`src/pqt_defines.svh`:
```
// Register indices, field positions, codes and prescale values for the timer block
`ifndef PQT_DEFINES_SVH
`define PQT_DEFINES_SVH

`define PQT_ADDR_W 5
`define PQT_IDX_CTRL_A 5'h0c
`define PQT_IDX_CTRL_B 5'h0d
`define PQT_IDX_CTRL_CD 5'h0e
`define PQT_IDX_CONST_A 5'h0f
`define PQT_IDX_CONST_B 5'h10
`define PQT_IDX_CONST_C 5'h11
`define PQT_IDX_CONST_D 5'h12

`define PQT_CTRL_RESET_BIT 4
`define PQT_CD_C_LSB 4
`define PQT_CD_D_LSB 0

`define PQT_MODE_STOP 4'h0
`define PQT_MODE_EVENT 4'h8

`define PQT_DIV_1 8'h04
`define PQT_DIV_2 8'h0a
`define PQT_DIV_3 8'h10
`define PQT_DIV_4 8'h32
`define PQT_DIV_5 8'h40
`define PQT_DIV_6 8'h64
`define PQT_DIV_7 8'hc8

`define PQT_RELOAD_AT 8'h01
`define PQT_BYTE_ZERO 8'h00

`endif

```
`src/pqt_pkg.sv`:
```
// Types and shared decoding for the prescaled timer block
package pqt_pkg;
`include "pqt_defines.svh"

    typedef enum logic [1:0] {
        BUS_IDLE,
        BUS_ACK
    } pqt_bus_e;

    typedef logic [7:0] pqt_byte_t;

    // Prescale divisor from the low three mode bits
    function automatic pqt_byte_t prescale_div(input logic [2:0] code);
        pqt_byte_t d;
        d = `PQT_DIV_7;
        case (code)
            3'h1: d = `PQT_DIV_1;
            3'h2: d = `PQT_DIV_2;
            3'h3: d = `PQT_DIV_3;
            3'h4: d = `PQT_DIV_4;
            3'h5: d = `PQT_DIV_5;
            3'h6: d = `PQT_DIV_6;
            default: d = `PQT_DIV_7;
        endcase
        return d;
    endfunction
endpackage

```
`src/pqt_timer_if.sv`:
```
// Link between the register front end and one timer core
`timescale 1ns/100ps
interface pqt_timer_if;
    logic [3:0] mode;
    logic [7:0] wrData;
    logic wrConst;
    logic forceLow;
    logic aux;
    logic edgeSel;
    logic [7:0] count;
    logic timeout;
    logic outLevel;

    modport ctrl (
        output mode, wrData, wrConst, forceLow, aux, edgeSel,
        input count, timeout, outLevel
    );
    modport timer (
        input mode, wrData, wrConst, forceLow, aux, edgeSel,
        output count, timeout, outLevel
    );
endinterface

```
`src/pqt_timer.sv`:
```
// One prescaler plus eight-bit down counter timer
`timescale 1ns/100ps
`include "pqt_defines.svh"
module pqt_timer #(
    parameter bit FULL = 1'b1
) (
    input wire logic clock,
    input wire logic rst_n,
    pqt_timer_if.timer tif
);
    logic [7:0] pre;
    logic [7:0] next_pre;
    logic [7:0] cnt;
    logic [7:0] next_cnt;
    logic [7:0] tconst;
    logic [7:0] next_tconst;
    logic outLvl;
    logic next_outLvl;
    logic tmo;
    logic next_tmo;
    logic prevAct;
    logic next_prevAct;
    logic [7:0] div;
    logic auxAct;
    logic isDelay;
    logic isEvent;
    logic isPulse;
    logic run;
    logic countPulse;

    always_comb begin
        auxAct = FULL & (tif.aux ~^ tif.edgeSel);
        isEvent = FULL & (tif.mode == `PQT_MODE_EVENT);
        isPulse = FULL & tif.mode[3] & ~isEvent;
        isDelay = ~tif.mode[3] & (tif.mode != `PQT_MODE_STOP);
        run = isDelay | (isPulse & auxAct);
        div = pqt_pkg::prescale_div(tif.mode[2:0]);
        next_prevAct = auxAct;
        next_pre = `PQT_BYTE_ZERO;
        countPulse = 1'b0;
        if (run) begin
            if (pre >= div - 8'h01) begin
                countPulse = 1'b1;
            end else begin
                next_pre = pre + 8'h01;
            end
        end
        if (isEvent) begin
            countPulse = auxAct & ~prevAct;
        end
        next_tconst = tconst;
        next_cnt = cnt;
        next_tmo = 1'b0;
        if (countPulse) begin
            if (cnt == `PQT_RELOAD_AT) begin
                next_cnt = tconst;
                next_tmo = 1'b1;
            end else begin
                next_cnt = cnt - 8'h01;
            end
        end
        if (tif.wrConst) begin
            next_tconst = tif.wrData;
            if (tif.mode == `PQT_MODE_STOP) begin
                next_cnt = tif.wrData;
            end
        end
        if (tif.forceLow) begin
            next_outLvl = 1'b0;
        end else begin
            next_outLvl = tmo ? ~outLvl : outLvl;
        end
    end

    always_ff @(posedge clock) begin
        if (!rst_n) begin
            pre <= `PQT_BYTE_ZERO;
            tmo <= 1'b0;
            outLvl <= 1'b0;
            prevAct <= 1'b0;
        end else begin
            pre <= next_pre;
            tmo <= next_tmo;
            outLvl <= next_outLvl;
            prevAct <= next_prevAct;
        end
    end

    // Counter and constant keep their contents through reset
    always_ff @(posedge clock) begin
        cnt <= next_cnt;
        tconst <= next_tconst;
    end

    assign tif.count = cnt;
    assign tif.timeout = tmo;
    assign tif.outLevel = outLvl;
endmodule

```
`src/pqt_top.sv`:
```
// Four prescaled timers behind the parallel register bus
// Behaviour
// - Four timers; A and B full function, C and D delay only.
// - All timers run from one timer clock, prescaler feeding main counter.
// - Each time-out inverts the timer output, which holds until next time-out.
// - Four-bit A/B mode: 0 stop, 1-7 delay, 8 event, 9-15 pulse width.
// - Control bit 4 is output reset; upper three bits read zero.
// - Stopped timer holds its count and loses any prescaler residue.
// - Delay mode prescaler always runs, one count pulse per divide period.
// - Main counter is an eight-bit binary down counter.
// - At 01 the next pulse reloads from the constant and makes a time-out.
// - Each time-out goes to the timer's interrupt channel.
// - Reads return the count held when the strobe was last high.
// - Writing a stopped timer loads both constant and counter.
// - Writing a running timer reaches the counter only at the next reload.
// - Constant 01 times out every pulse; 00 acts as 256.
// - Prescale change may misplace the first time-out; later ones are correct.
// - Event and pulse width modes use aux input A or B.
// - Pulse width mode runs the timer only while aux input is active.
// - Aux active level comes from the channel's edge-select bit.
// - Aux-related interrupt channels stay in use in pulse width mode.
// - Time-outs of C and D serve as serial baud clock sources.
// - Edge bit one means active high; zero means active low.
// - In pulse width mode the aux channel sees the opposite transition.
// - Event mode bypasses the prescaler, counting active aux transitions.
// - Writing output reset forces the output low during the write.
`timescale 1ns/100ps
`include "pqt_defines.svh"
module pqt_top (
    input wire logic clock,
    input wire logic rst_n,
    input wire logic csN,
    input wire logic dsN,
    input wire logic readWrite,
    input wire logic [`PQT_ADDR_W-1:0] addr,
    input wire logic [7:0] dataIn,
    output logic [7:0] dataOut,
    output logic dataOe,
    output logic dtackN,
    output logic dtackOe,
    input wire logic auxInA,
    input wire logic auxInB,
    input wire logic edgeSelA,
    input wire logic edgeSelB,
    output logic [3:0] timeout,
    output logic [3:0] timerOut,
    output logic [1:0] auxChan
);
    pqt_pkg::pqt_bus_e state;
    pqt_pkg::pqt_bus_e next_state;
    logic [4:0] ctrlA;
    logic [4:0] next_ctrlA;
    logic [4:0] ctrlB;
    logic [4:0] next_ctrlB;
    logic [2:0] modeC;
    logic [2:0] next_modeC;
    logic [2:0] modeD;
    logic [2:0] next_modeD;
    logic [7:0] next_dataOut;
    logic next_dataOe;
    logic next_dtackN;
    logic next_dtackOe;
    logic [`PQT_ADDR_W-1:0] accAddr;
    logic [`PQT_ADDR_W-1:0] next_accAddr;
    logic accWrite;
    logic next_accWrite;
    logic [7:0] accData;
    logic [7:0] next_accData;
    logic [1:0] next_auxChan;
    logic [7:0] hold [4];
    logic [7:0] next_hold [4];
    logic [7:0] counts [4];
    logic [3:0] wrConst;
    logic [1:0] forceLow;
    logic [1:0] pwMode;
    logic access;

    pqt_timer_if tif[4] ();

    // Register index of the constant for timer n
    function automatic logic [`PQT_ADDR_W-1:0] const_idx(input int n);
        logic [`PQT_ADDR_W-1:0] idx;
        idx = `PQT_IDX_CONST_A + n[`PQT_ADDR_W-1:0];
        return idx;
    endfunction

    // Pulse width codes are 9..15 on a full function timer
    function automatic logic is_pw(input logic [3:0] m);
        logic r;
        r = m[3] & (m != `PQT_MODE_EVENT);
        return r;
    endfunction

    // Read data for a register index
    function automatic logic [7:0] read_reg(
        input logic [`PQT_ADDR_W-1:0] a,
        input logic [4:0] ca,
        input logic [4:0] cb,
        input logic [2:0] mc,
        input logic [2:0] md,
        input logic [7:0] h0,
        input logic [7:0] h1,
        input logic [7:0] h2,
        input logic [7:0] h3
    );
        logic [7:0] r;
        r = `PQT_BYTE_ZERO;
        case (a)
            `PQT_IDX_CTRL_A: r = {3'h0, ca};
            `PQT_IDX_CTRL_B: r = {3'h0, cb};
            `PQT_IDX_CTRL_CD: r = {1'b0, mc, 1'b0, md};
            `PQT_IDX_CONST_A: r = h0;
            `PQT_IDX_CONST_B: r = h1;
            `PQT_IDX_CONST_C: r = h2;
            `PQT_IDX_CONST_D: r = h3;
            default: r = `PQT_BYTE_ZERO;
        endcase
        return r;
    endfunction

    assign pwMode[0] = is_pw(ctrlA[3:0]);
    assign pwMode[1] = is_pw(ctrlB[3:0]);
    assign access = ~csN & ~dsN;

    // Bus front end
    always_comb begin
        next_state = state;
        next_ctrlA = ctrlA;
        next_ctrlB = ctrlB;
        next_modeC = modeC;
        next_modeD = modeD;
        next_dataOut = dataOut;
        next_dataOe = 1'b0;
        next_dtackN = 1'b1;
        next_dtackOe = 1'b0;
        next_accAddr = accAddr;
        next_accWrite = accWrite;
        next_accData = accData;
        wrConst = 4'h0;
        forceLow = 2'h0;
        case (state)
            pqt_pkg::BUS_IDLE: begin
                if (access) begin
                    next_state = pqt_pkg::BUS_ACK;
                    next_accAddr = addr;
                    next_accWrite = ~readWrite;
                    next_accData = dataIn;
                    next_dtackN = 1'b0;
                    next_dtackOe = 1'b1;
                    if (readWrite) begin
                        next_dataOe = 1'b1;
                        next_dataOut = read_reg(addr, ctrlA, ctrlB, modeC, modeD,
                            hold[0], hold[1], hold[2], hold[3]);
                    end else begin
                        case (addr)
                            `PQT_IDX_CTRL_A: next_ctrlA = dataIn[4:0];
                            `PQT_IDX_CTRL_B: next_ctrlB = dataIn[4:0];
                            `PQT_IDX_CTRL_CD: begin
                                next_modeC = dataIn[`PQT_CD_C_LSB +: 3];
                                next_modeD = dataIn[`PQT_CD_D_LSB +: 3];
                            end
                            default: begin
                            end
                        endcase
                        for (int n = 0; n < 4; n++) begin
                            wrConst[n] = (addr == const_idx(n));
                        end
                    end
                end
            end
            pqt_pkg::BUS_ACK: begin
                if (accWrite && accData[`PQT_CTRL_RESET_BIT]) begin
                    forceLow[0] = (accAddr == `PQT_IDX_CTRL_A);
                    forceLow[1] = (accAddr == `PQT_IDX_CTRL_B);
                end
                if (csN || dsN) begin
                    next_state = pqt_pkg::BUS_IDLE;
                end else begin
                    next_dtackN = 1'b0;
                    next_dtackOe = 1'b1;
                    next_dataOe = ~accWrite;
                end
            end
            default: next_state = pqt_pkg::BUS_IDLE;
        endcase
    end

    // Read holding registers follow the counters while the strobe is high
    always_comb begin
        for (int n = 0; n < 4; n++) begin
            next_hold[n] = dsN ? counts[n] : hold[n];
        end
        next_auxChan[0] = pwMode[0] ? ~auxInA : auxInA;
        next_auxChan[1] = pwMode[1] ? ~auxInB : auxInB;
    end

    always_ff @(posedge clock) begin
        if (!rst_n) begin
            state <= pqt_pkg::BUS_IDLE;
            ctrlA <= 5'h00;
            ctrlB <= 5'h00;
            modeC <= 3'h0;
            modeD <= 3'h0;
            dataOut <= `PQT_BYTE_ZERO;
            dataOe <= 1'b0;
            dtackN <= 1'b1;
            dtackOe <= 1'b0;
            accAddr <= '0;
            accWrite <= 1'b0;
            accData <= `PQT_BYTE_ZERO;
            auxChan <= 2'h0;
            for (int n = 0; n < 4; n++) begin
                hold[n] <= `PQT_BYTE_ZERO;
            end
        end else begin
            state <= next_state;
            ctrlA <= next_ctrlA;
            ctrlB <= next_ctrlB;
            modeC <= next_modeC;
            modeD <= next_modeD;
            dataOut <= next_dataOut;
            dataOe <= next_dataOe;
            dtackN <= next_dtackN;
            dtackOe <= next_dtackOe;
            accAddr <= next_accAddr;
            accWrite <= next_accWrite;
            accData <= next_accData;
            auxChan <= next_auxChan;
            for (int n = 0; n < 4; n++) begin
                hold[n] <= next_hold[n];
            end
        end
    end

    // Timer cores, all on the one timer clock
    generate
        for (genvar i = 0; i < 4; i++) begin : g_tmr
            if (i == 0) begin : g_a
                assign tif[i].mode = ctrlA[3:0];
                assign tif[i].aux = auxInA;
                assign tif[i].edgeSel = edgeSelA;
                assign tif[i].forceLow = forceLow[0];
            end else if (i == 1) begin : g_b
                assign tif[i].mode = ctrlB[3:0];
                assign tif[i].aux = auxInB;
                assign tif[i].edgeSel = edgeSelB;
                assign tif[i].forceLow = forceLow[1];
            end else begin : g_cd
                assign tif[i].mode = {1'b0, (i == 2) ? modeC : modeD};
                assign tif[i].aux = 1'b0;
                assign tif[i].edgeSel = 1'b0;
                assign tif[i].forceLow = 1'b0;
            end
            assign tif[i].wrData = dataIn;
            assign tif[i].wrConst = wrConst[i];
            assign counts[i] = tif[i].count;
            assign timeout[i] = tif[i].timeout;
            assign timerOut[i] = tif[i].outLevel;

            pqt_timer #(
                .FULL(i < 2)
            ) u_timer (
                .clock(clock),
                .rst_n(rst_n),
                .tif(tif[i])
            );
        end
    endgenerate
endmodule

```
`config.mk`:
```
export PLATFORM = sky130hd
export DESIGN_NAME = pqt_top
export DESIGN_NICKNAME = d
export VERILOG_FILES = /design/src/pqt_pkg.sv /design/src/pqt_timer_if.sv /design/src/pqt_timer.sv /design/src/pqt_top.sv
export VERILOG_INCLUDE_DIRS = /design/src /design/src/src
export SDC_FILE = /design/constraint.sdc
export NUM_CORES = 1
export LEC_CHECK = 0
export BUFFER_PORTS_ARGS = -buffer_cell sky130_fd_sc_hd__buf_4
export CORE_MARGIN = 1.5
export CORE_UTILIZATION = 62
export CTS_CLUSTER_DIAMETER = 60
export DETAILED_ROUTE_END_ITERATION = 6
export PLACE_DENSITY_LB_ADDON = 0.3
export SETUP_SLACK_MARGIN = 0.05
export SYNTH_ARGS = -nofsm -noshare
export SYNTH_HDL_FRONTEND = slang
export SYNTH_SLANG_ARGS = --single-unit
```
`constraint.sdc`:
```
create_clock -name clock -period 7.8 [get_ports clock]
set_input_delay 1.56 -clock clock [delete_from_list [all_inputs] [get_ports clock]]
set_output_delay 1.56 -clock clock [all_outputs]
set_load 0.02 [all_outputs]
```
After elaboration in Yosys (flattened, before gate mapping) --
Memories as Yosys holds them, arrays and structs flattened. Index checks and enable logic that the tools add are counted.
Cells by class: add/sub/neg operators 12, order comparisons 4, equality and inequality tests 44, mux-type cells 65, bitwise gates (word level) 40, reductions and logical operators 27
Operators with widths (number):
- $mux W8 | 24
- $pmux W8 S6 | 4
- $sub A8 B1 Y8 const B | 8
- $pmux W8 S7 | 1
- $eq A3 B3 Y1 const B | 12
- $add A8 B1 Y8 const B | 4
- $eq A8 B1 Y1 const B | 4
- $ge A8 B8 Y1 | 4
- $eq A5 B4 Y1 const B | 6
- $mux W1 | 25
- $eq A3 B2 Y1 const B | 8
- $not A1 Y1 | 21
- $logic_not A4 Y1 | 4
- $reduce_bool A4 Y1 | 4
- $eq A5 B5 Y1 const B | 3
- $eq A3 B1 Y1 const B | 4
- $mux W4 | 3
- $reduce_and A2 Y1 | 6
- $reduce_and A4 Y1 | 3
- $reduce_or A3 Y1 | 4
- $and A1 B1 Y1 | 11
- $eq A4 B4 Y1 const B | 2
- $mux W2 | 4
- $ne A4 B4 Y1 const B | 2
- 11 further kinds | 21
Storage, ports and cells: register bits after elaboration 148, memory bits (writable) 32, bits of input ports 22, output and inout bits 21, memories 1
Memory list:
- hold | words 4, width 8, rd ports 4, clocked after memory_dff 0, wr ports 4, line pqt_top.sv:70 | logic [7:0] hold [4];

Logic depth before layout (Yosys ltp) --
Gate-level depths: netlist (run 1).
word-level depth 10, gate-level depth with buffers 15

Cells and area by module --
From an unflattened synthesis (run 1), not the netlist that was laid out.
Second synthesis, totals: cell total of the unflattened synthesis 963, area total of the unflattened synthesis 9306.4 um^2
By module, submodules not included:
- pqt_top | instances 1, cells each 315, area each 3229.3 um^2, seq. area each 1381.3 um^2
- pqt_timer at g_tmr[0].u_timer ... | instances 2, cells each 165, area each 1535.2 um^2, seq. area each 620.6 um^2
- pqt_timer at g_tmr[3].u_timer | instances 1, cells each 159, area each 1521.5 um^2, seq. area each 600.6 um^2
- pqt_timer at g_tmr[2].u_timer | instances 1, cells each 159, area each 1485.2 um^2, seq. area each 600.6 um^2

Worst setup path before layout (run 1) --
OpenSTA, ideal clock, no wires.
kind input port to flip-flop, start point in dsN, end point reg g_tmr[3].u_timer.cnt[0], library setup time 0.140 ns, arrival time 3.622 ns, required time 7.660 ns, path slack 4.038 ns, cell stages on the path 8, path buffers 2, path through buf_6 -> or2_4 -> or3_1 -> buf_2 -> nor3_1 -> nand2_1 -> nand3_1 -> o311ai_0
On the way: cells in the longest elaborated chain, start to end 5
Ends and longest elaborated chain:
- start: declaration | line pqt_top.sv:33 | input wire logic dsN,
- $not A1 Y1 | line pqt_top.sv:123 | assign access = ~csN & ~dsN;
- $and A1 B1 Y1 | line pqt_top.sv:123
- $mux W4 | line pqt_top.sv:143 | if (access) begin
- $mux W4 | line pqt_top.sv:141 | case (state)
- net g_tmr[3].u_timer.tif.wrConst | line pqt_timer_if.sv:19 | input mode, wrData, wrConst, forceLow, aux, edgeSel,
- $mux W8 | line pqt_timer.sv:62 | if (tif.wrConst) begin
- net g_tmr[3].u_timer.next_cnt[0] | line pqt_timer.sv:14 | logic [7:0] next_cnt;
- end signal: assignment | line pqt_timer.sv:91 | cnt <= next_cnt;
- end: declaration | line pqt_timer.sv:13 | logic [7:0] cnt;
The timed path passes the listed nets, and every way through them passes these cells. A chain may end at the register's enable or synchronous reset.

Worst setup path after layout (run 1) --
start point in dsN, end point reg modeD[2]
On the way: cells in the longest elaborated chain, start to end 3
Ends and longest elaborated chain:
- $not A1 Y1 | line pqt_top.sv:123
- $and A1 B1 Y1 | line pqt_top.sv:123
- $reduce_and A4 Y1 (no line)
- end signal: assignment | line pqt_top.sv:220 | modeD <= next_modeD;
- end: declaration | line pqt_top.sv:57 | logic [2:0] modeD;
No other way between the ends.

==> impl_metrics.json, run 1 <==
{
  "setup_violations": 0,
  "cpPeakStageDelay_ps": 880,
  "overflow": 0,
  "worstPathCellList": "buf_4 -> or2_4 -> inv_1 -> ha_1 -> nor4b_2 -> mux2i_1 -> nor2_1",
  "grt_antenna_before_repair": 0,
  "p_leak_uw": 0.00382,
  "via_count": 7083,
  "fin_area_sq_mm": 0.00972,
  "rows": 43,
  "cap_violations": 0,
  "coreArea_sq_mm": 0.0139,
  "cts-root-buf": "clkbuf_16",
  "final_cell_mix": "163 x nor2_1, 143 x dfxtp_1, 74 x nand2_1",
  "placement.io_buffers": 42,
  "post_cts_buffers": 0,
  "first_iter_violations": 685,
  "drive_above_1_share": 0.110,
  "worst_slew_pin_slew_ps": 964,
  "start_kind": "input port",
  "async_flop_share": 0,
  "hold_viol_final": 0,
  "crit_type": "in2reg",
  "grtUsageTotal": 0.293,
  "drc": 5,
  "hold_depth": 1,
  "syn_inst": 985,
  "ys.flop_type": "dfxtp_1",
  "clkSinkCount": 175,
  "drt_wl_total_mm": 21.0,
  "syn_avg_cell_area_sq_um": 9.01,
  "max_freq_mhz": 268,
  "critPathMaxFanout": 33,
  "syn_to_final_growth_pct": 9.56,
  "routabilityCongestion": 0.852,
  "clkLatencyLatePin_ps": 440,
  "layout_commonest_cell": "nor2_1",
  "ys_seq_elements": 175,
  "dr.pass1.iters": 7,
  "die_area_sq_mm": 0.0150,
  "ant_nets": 0,
  "ioPinCount": 43,
  "diodes": 0,
  "grt_max_degree": 78,
  "nets": 1060,
  "grt_pass1_wl_mm": 33.5,
  "die_h_um": 123,
  "cts_tree": "done",
  "syn_area_sq_mm": 0.00887,
  "max-vdd-ir-drop_mv": 0.153,
  "slew_violations": 0,
  "tns_ps": 0,
  "failed_checks": "DRC",
  "hp-class": "reg2reg",
  "cp-end-kind": "flop",
  "synth_warnings": 0,
  "grt_setup_unrepaired": "false",
  "status": "finished with violations",
  "synth_fp_nets": 1055,
  "maxSlewHeadroom": 0.356,
  "wl_per_cell_um": 17.8,
  "cts_resized": 0,
  "post_drt_via_cell_ratio": 5.99,
  "min_period_over_period": 0.479,
  "h-tree-depth": 4,
  "cp_slowest_cell": "nor4b_2",
  "worstPathRequired_ps": 8090,
  "period_minus_slack_ps": 3740,
  "numCtsBuffers": 17,
  "synth_edf_count": 32,
  "grt_pass1_vias": 6664,
  "clk_path_buf_depth": 2,
  "reg2reg_depth": 12,
  "initial_core_util": 0.637,
  "placed_cell_area_sq_mm": 0.00914,
  "worstPathArrival_ps": 4030,
  "power-per-cell-area_mw_per_mm2": 212,
  "die_w_um": 123,
  "clk_pin_slew_ps": 70,
  "seq_area_frac_synth": 0.431,
  "cts_hold_buf": 0,
  "ys_types": 59,
  "finClkSkew_ps": 6.05,
  "final_core_util": 0.697,
  "place_hpwl_mm": 14.1
}
[synthesized netlist by cell type, types with 7 or more instances]
master / count / area share
ha_1: 48 / 0.068
nor4_1: 7 / 0.0049
and3_1: 13 / 0.0092
dfxtp_1: 143 / 0.32
nand2b_1: 16 / 0.011
a31oi_1: 7 / 0.0049
nand2_1: 74 / 0.031
nor3_1: 18 / 0.010
xnor2_1: 16 / 0.016
xor2_1: 29 / 0.029
buf_4: 9 / 0.0076
inv_1: 27 / 0.011
edfxtp_1: 32 / 0.11
a21oi_1: 63 / 0.036
clkbuf_1: 32 / 0.014
buf_2: 11 / 0.0062
mux2i_1: 63 / 0.071
mux2_2: 10 / 0.013
nor2_1: 163 / 0.069
nand3_1: 38 / 0.021
o21ai_0: 43 / 0.024
a22oi_1: 28 / 0.024
[cells by family after synthesis]
logic type | synth area share
XOR/XNOR | 0.0444
AO/OA/AOI/OAI | 0.133
adder cells (fa/ha/maj) | 0.0677
AND/OR/NAND/NOR | 0.196
buffers and inverters | 0.0443
flip-flops | 0.431
multiplexers | 0.0838
[path summary, 6_finish.rpt]
check                  start                             to  slack (ps)
setup / recovery         dsN                       modeD[2]        4060
hold / removal    accAddr[0]  g_tmr[1].u_timer.tif.outLevel         480
setup reg to reg    modeC[2]  g_tmr[2].u_timer.tif.count[0]        4550
hold reg to reg   accAddr[0]  g_tmr[1].u_timer.tif.outLevel         480
[power breakdown]
group	switching (uW)	internal [uW]	leakage, uW
clock	368	463	0.000283
sequential	56.0	964	0.00145
combinational	117	91.4	0.00208
total	541	1520	0.00382
[critical path: cells and delay by family]
| family | cells | cell delay [ps] |
|---|---|---|
| AND/OR/NAND/NOR | 3 | 1280 |
| adder cells (fa/ha/maj) | 1 | 510 |
| buffers and inverters | 2 | 380 |
| multiplexers | 1 | 290 |
[per-stage QoR]
step	std cells	hold slack (ps)	total power [uW]	setup WS, ps
floorplan	985	434	1170	4040
global placement	1151	460	1240	3780
detailed placement	1151	466	1240	3650
CTS	1183	477	2060	4080
global route	1183	507	2130	3900
finish	1183	479	2060	4060
[layout make-up]
| class | instances | area [sq um] |
|---|---|---|
| inverter | 27 | 101 |
| multi-input combinational | 724 | 4650 |
| timing repair buffer | 45 | 338 |
| tap | 180 | 225 |
| sequential | 175 | 3820 |
| fill | 1117 | 4220 |
| clock inverter | 11 | 73.8 |
| clock buffer | 21 | 503 |
[sequential cells by signal, indices dropped and copies added (netlist names), 5 cells and up]
signal and count:
g_tmr.u_timer.pre 32, g_tmr.u_timer.tconst 32, ctrlB 5, ctrlA 5
g_tmr.u_timer.tif.count 32, accAddr 5, dataOut 8, hold 32
[metal layers]
layer,share of wire,GRT usage,up-vias
li1,-,-,3488
met1,0.45,0.379,3347
met2,0.48,0.489,214
met3,0.051,0.0516,34
met4,0.023,0.114,0
met5,0,0,-
Power figures use the tool's default switching activity.
==> run 2, diff against run 1 <==
==> constraint.sdc (replaced) <==
create_clock -name clock -period 3.6 [get_ports clock]
set_input_delay 0.72 -clock clock [delete_from_list [all_inputs] [get_ports clock]]
set_output_delay 0.72 -clock clock [all_outputs]
set_load 0.02 [all_outputs]
==> impl_metrics.json, run 2 (same netlist as run 1, synthesis figures left out) <==
{
  "ant_nets": 0,
  "die_h_um": 123,
  "drt_wl_total_mm": 21.1,
  "met3_usage": 0.0627,
  "p_seq_frac": 0.474,
  "worstPathRequired_ps": 3930,
  "grt_pass1_wl_mm": 33.7,
  "clk_pin_slew_ps": 60,
  "cpPeakStageDelay_ps": 620,
  "use_met1": 0.371,
  "slew_violations": 0,
  "grt_antenna_before_repair": 0,
  "max_freq_mhz": 312,
  "worst_slack_ps": 390,
  "p_leak_uw": 0.00389,
  "cap_violations": 0,
  "worstPathArrival_ps": 3530,
  "final_cell_mix": "163 x nor2_1, 143 x dfxtp_1, 74 x nand2_1",
  "routabilityCongestion": 0.871,
  "grtUsageMet2": 0.490,
  "place_ws_ps": 308,
  "worst_slew_pin_slew_ps": 896,
  "dr.pass1.iters": 5,
  "worstPathCellList": "xor2_1 -> nand2b_1 -> ha_1 -> xor2_1 -> ha_1 -> nand2_1 -> o21ai_0 -> a21boi_0 -> buf_4 -> nor2_1 -> o21a_1 -> o21ai_0",
  "status": "completed",
  "numCtsBuffers": 17,
  "min_period_over_period": 0.892,
  "setup_violations": 0,
  "diodes": 0,
  "post_drt_via_cell_ratio": 6.02,
  "p_clk_frac": 0.428,
  "cp-end-kind": "flop",
  "clkLatencyLatePin_ps": 440,
  "finClkSkew_ps": 5.66,
  "power-per-cell-area_mw_per_mm2": 473,
  "period_minus_slack_ps": 3210,
  "maxSlewHeadroom": 0.399,
  "nets": 1068,
  "grt_setup_unrepaired": "false",
  "place_hpwl_mm": 14.4,
  "clk_path_buf_depth": 2,
  "p_int_uw": 3490,
  "post_cts_buffers": 0,
  "ioPinCount": 43,
  "drc": 0,
  "layout_commonest_cell": "nor2_1",
  "wl_per_cell_um": 17.7,
  "initial_core_util": 0.637,
  "start_kind": "flop",
  "reg2reg_depth": 12,
  "grtUsageTotal": 0.294,
  "crit_type": "reg2reg",
  "tns_ps": 0,
  "grt_max_degree": 33,
  "cts-root-buf": "clkbuf_16",
  "overflow": 0,
  "hold_viol_final": 0,
  "gr-max-usage-layer": "met2",
  "drive_above_1_share": 0.118,
  "p_switching_uw": 1170,
  "netSwitchingFraction": 0.250,
  "h-tree-depth": 4,
  "clkSinkCount": 175,
  "hold_depth": 1,
  "first_iter_violations": 816,
  "critPathMaxFanout": 13,
  "grt_pass1_vias": 6768,
  "die_w_um": 123,
  "die_area_sq_mm": 0.0150,
  "pwr-share-comb": 0.098,
  "hp-class": "reg2reg",
  "cts_tree": "done",
  "rows": 43,
  "max-vdd-ir-drop_mv": 0.362,
  "coreArea_sq_mm": 0.0139,
  "placement.io_buffers": 42,
  "via_count": 7174,
  "cp_slowest_cell": "nor2_1",
  "syn_to_final_growth_pct": 11.0
}
run 2: cell count changes in the layout (fill, tap and decap cells not counted), sizes merged:
cell,before,now
clkbuf,21,19
clkinv,3,7
buf,45,53
bufinv,0,4
clkinvlp,3,1
inv,32,28
run 2: layout make-up:
type | count | area, sq um
clock buffers | 19 | 453
clock inverters | 13 | 186
fillers | 1108 | 4090
inverters | 27 | 101
multi-input cells | 724 | 4660
flip-flops and latches | 175 | 3820
well taps | 180 | 225
repair buffers | 53 | 398
run 2: worst paths after layout:
| check | to | startpoint | slack (ps) |
|---|---|---|---|
| worst max-delay path | g_tmr[3].u_timer.tif.count[5] | modeD[2] | 390 |
| worst min-delay path | g_tmr[2].u_timer.pre[0] | g_tmr[2].u_timer.pre[0] | 480 |
| worst max register to register | g_tmr[3].u_timer.tif.count[5] | modeD[2] | 390 |
| worst min register to register | g_tmr[2].u_timer.pre[0] | g_tmr[2].u_timer.pre[0] | 480 |
run 2: layer usage:
metal,wire [um],part of all wire,vias to the layer above
met5,0,0,-
met4,583,0.028,0
met3,1490,0.071,50
met2,10100,0.48,273
met1,8900,0.42,3346
li1,-,-,3505
run 2: power groups by stage:
stage / combinational [uW] / sequential [uW] / clock, uW
6_report: 455 / 2210 / 1990
2_1_floorplan: 342 / 2200 / 0
5_1_grt: 507 / 2220 / 2090
4_1_cts: 451 / 2210 / 2000
3_5_place_dp: 447 / 2250 / 0
3_3_place_gp: 432 / 2250 / 0
run 2: through the flow:
stage,utilization,area (sq um),std cells,hold slack (ps),total power [uW]
global placement,0.660,9200,1159,458,2680
detailed placement,0.660,9200,1159,453,2690
CTS,0.706,9840,1191,479,4660
global route,0.707,9850,1191,510,4810
floorplan,-,8870,985,434,2540
finish,0.707,9850,1191,478,4650
run 2: timing repair:
action                                  in CTS  in global routing
resized for setup                            0                  1
endpoints found under the setup margin       0                  8
hold buffers                                 0                  0
run 2: critical path, delay by kind of cell, from the launching register on:
family,cells,cell delay (ps)
compound gates,4,730
buf+inv,1,170
simple gates,3,770
flops,1,520
xor+xnor,2,370
fa+ha+maj,2,530
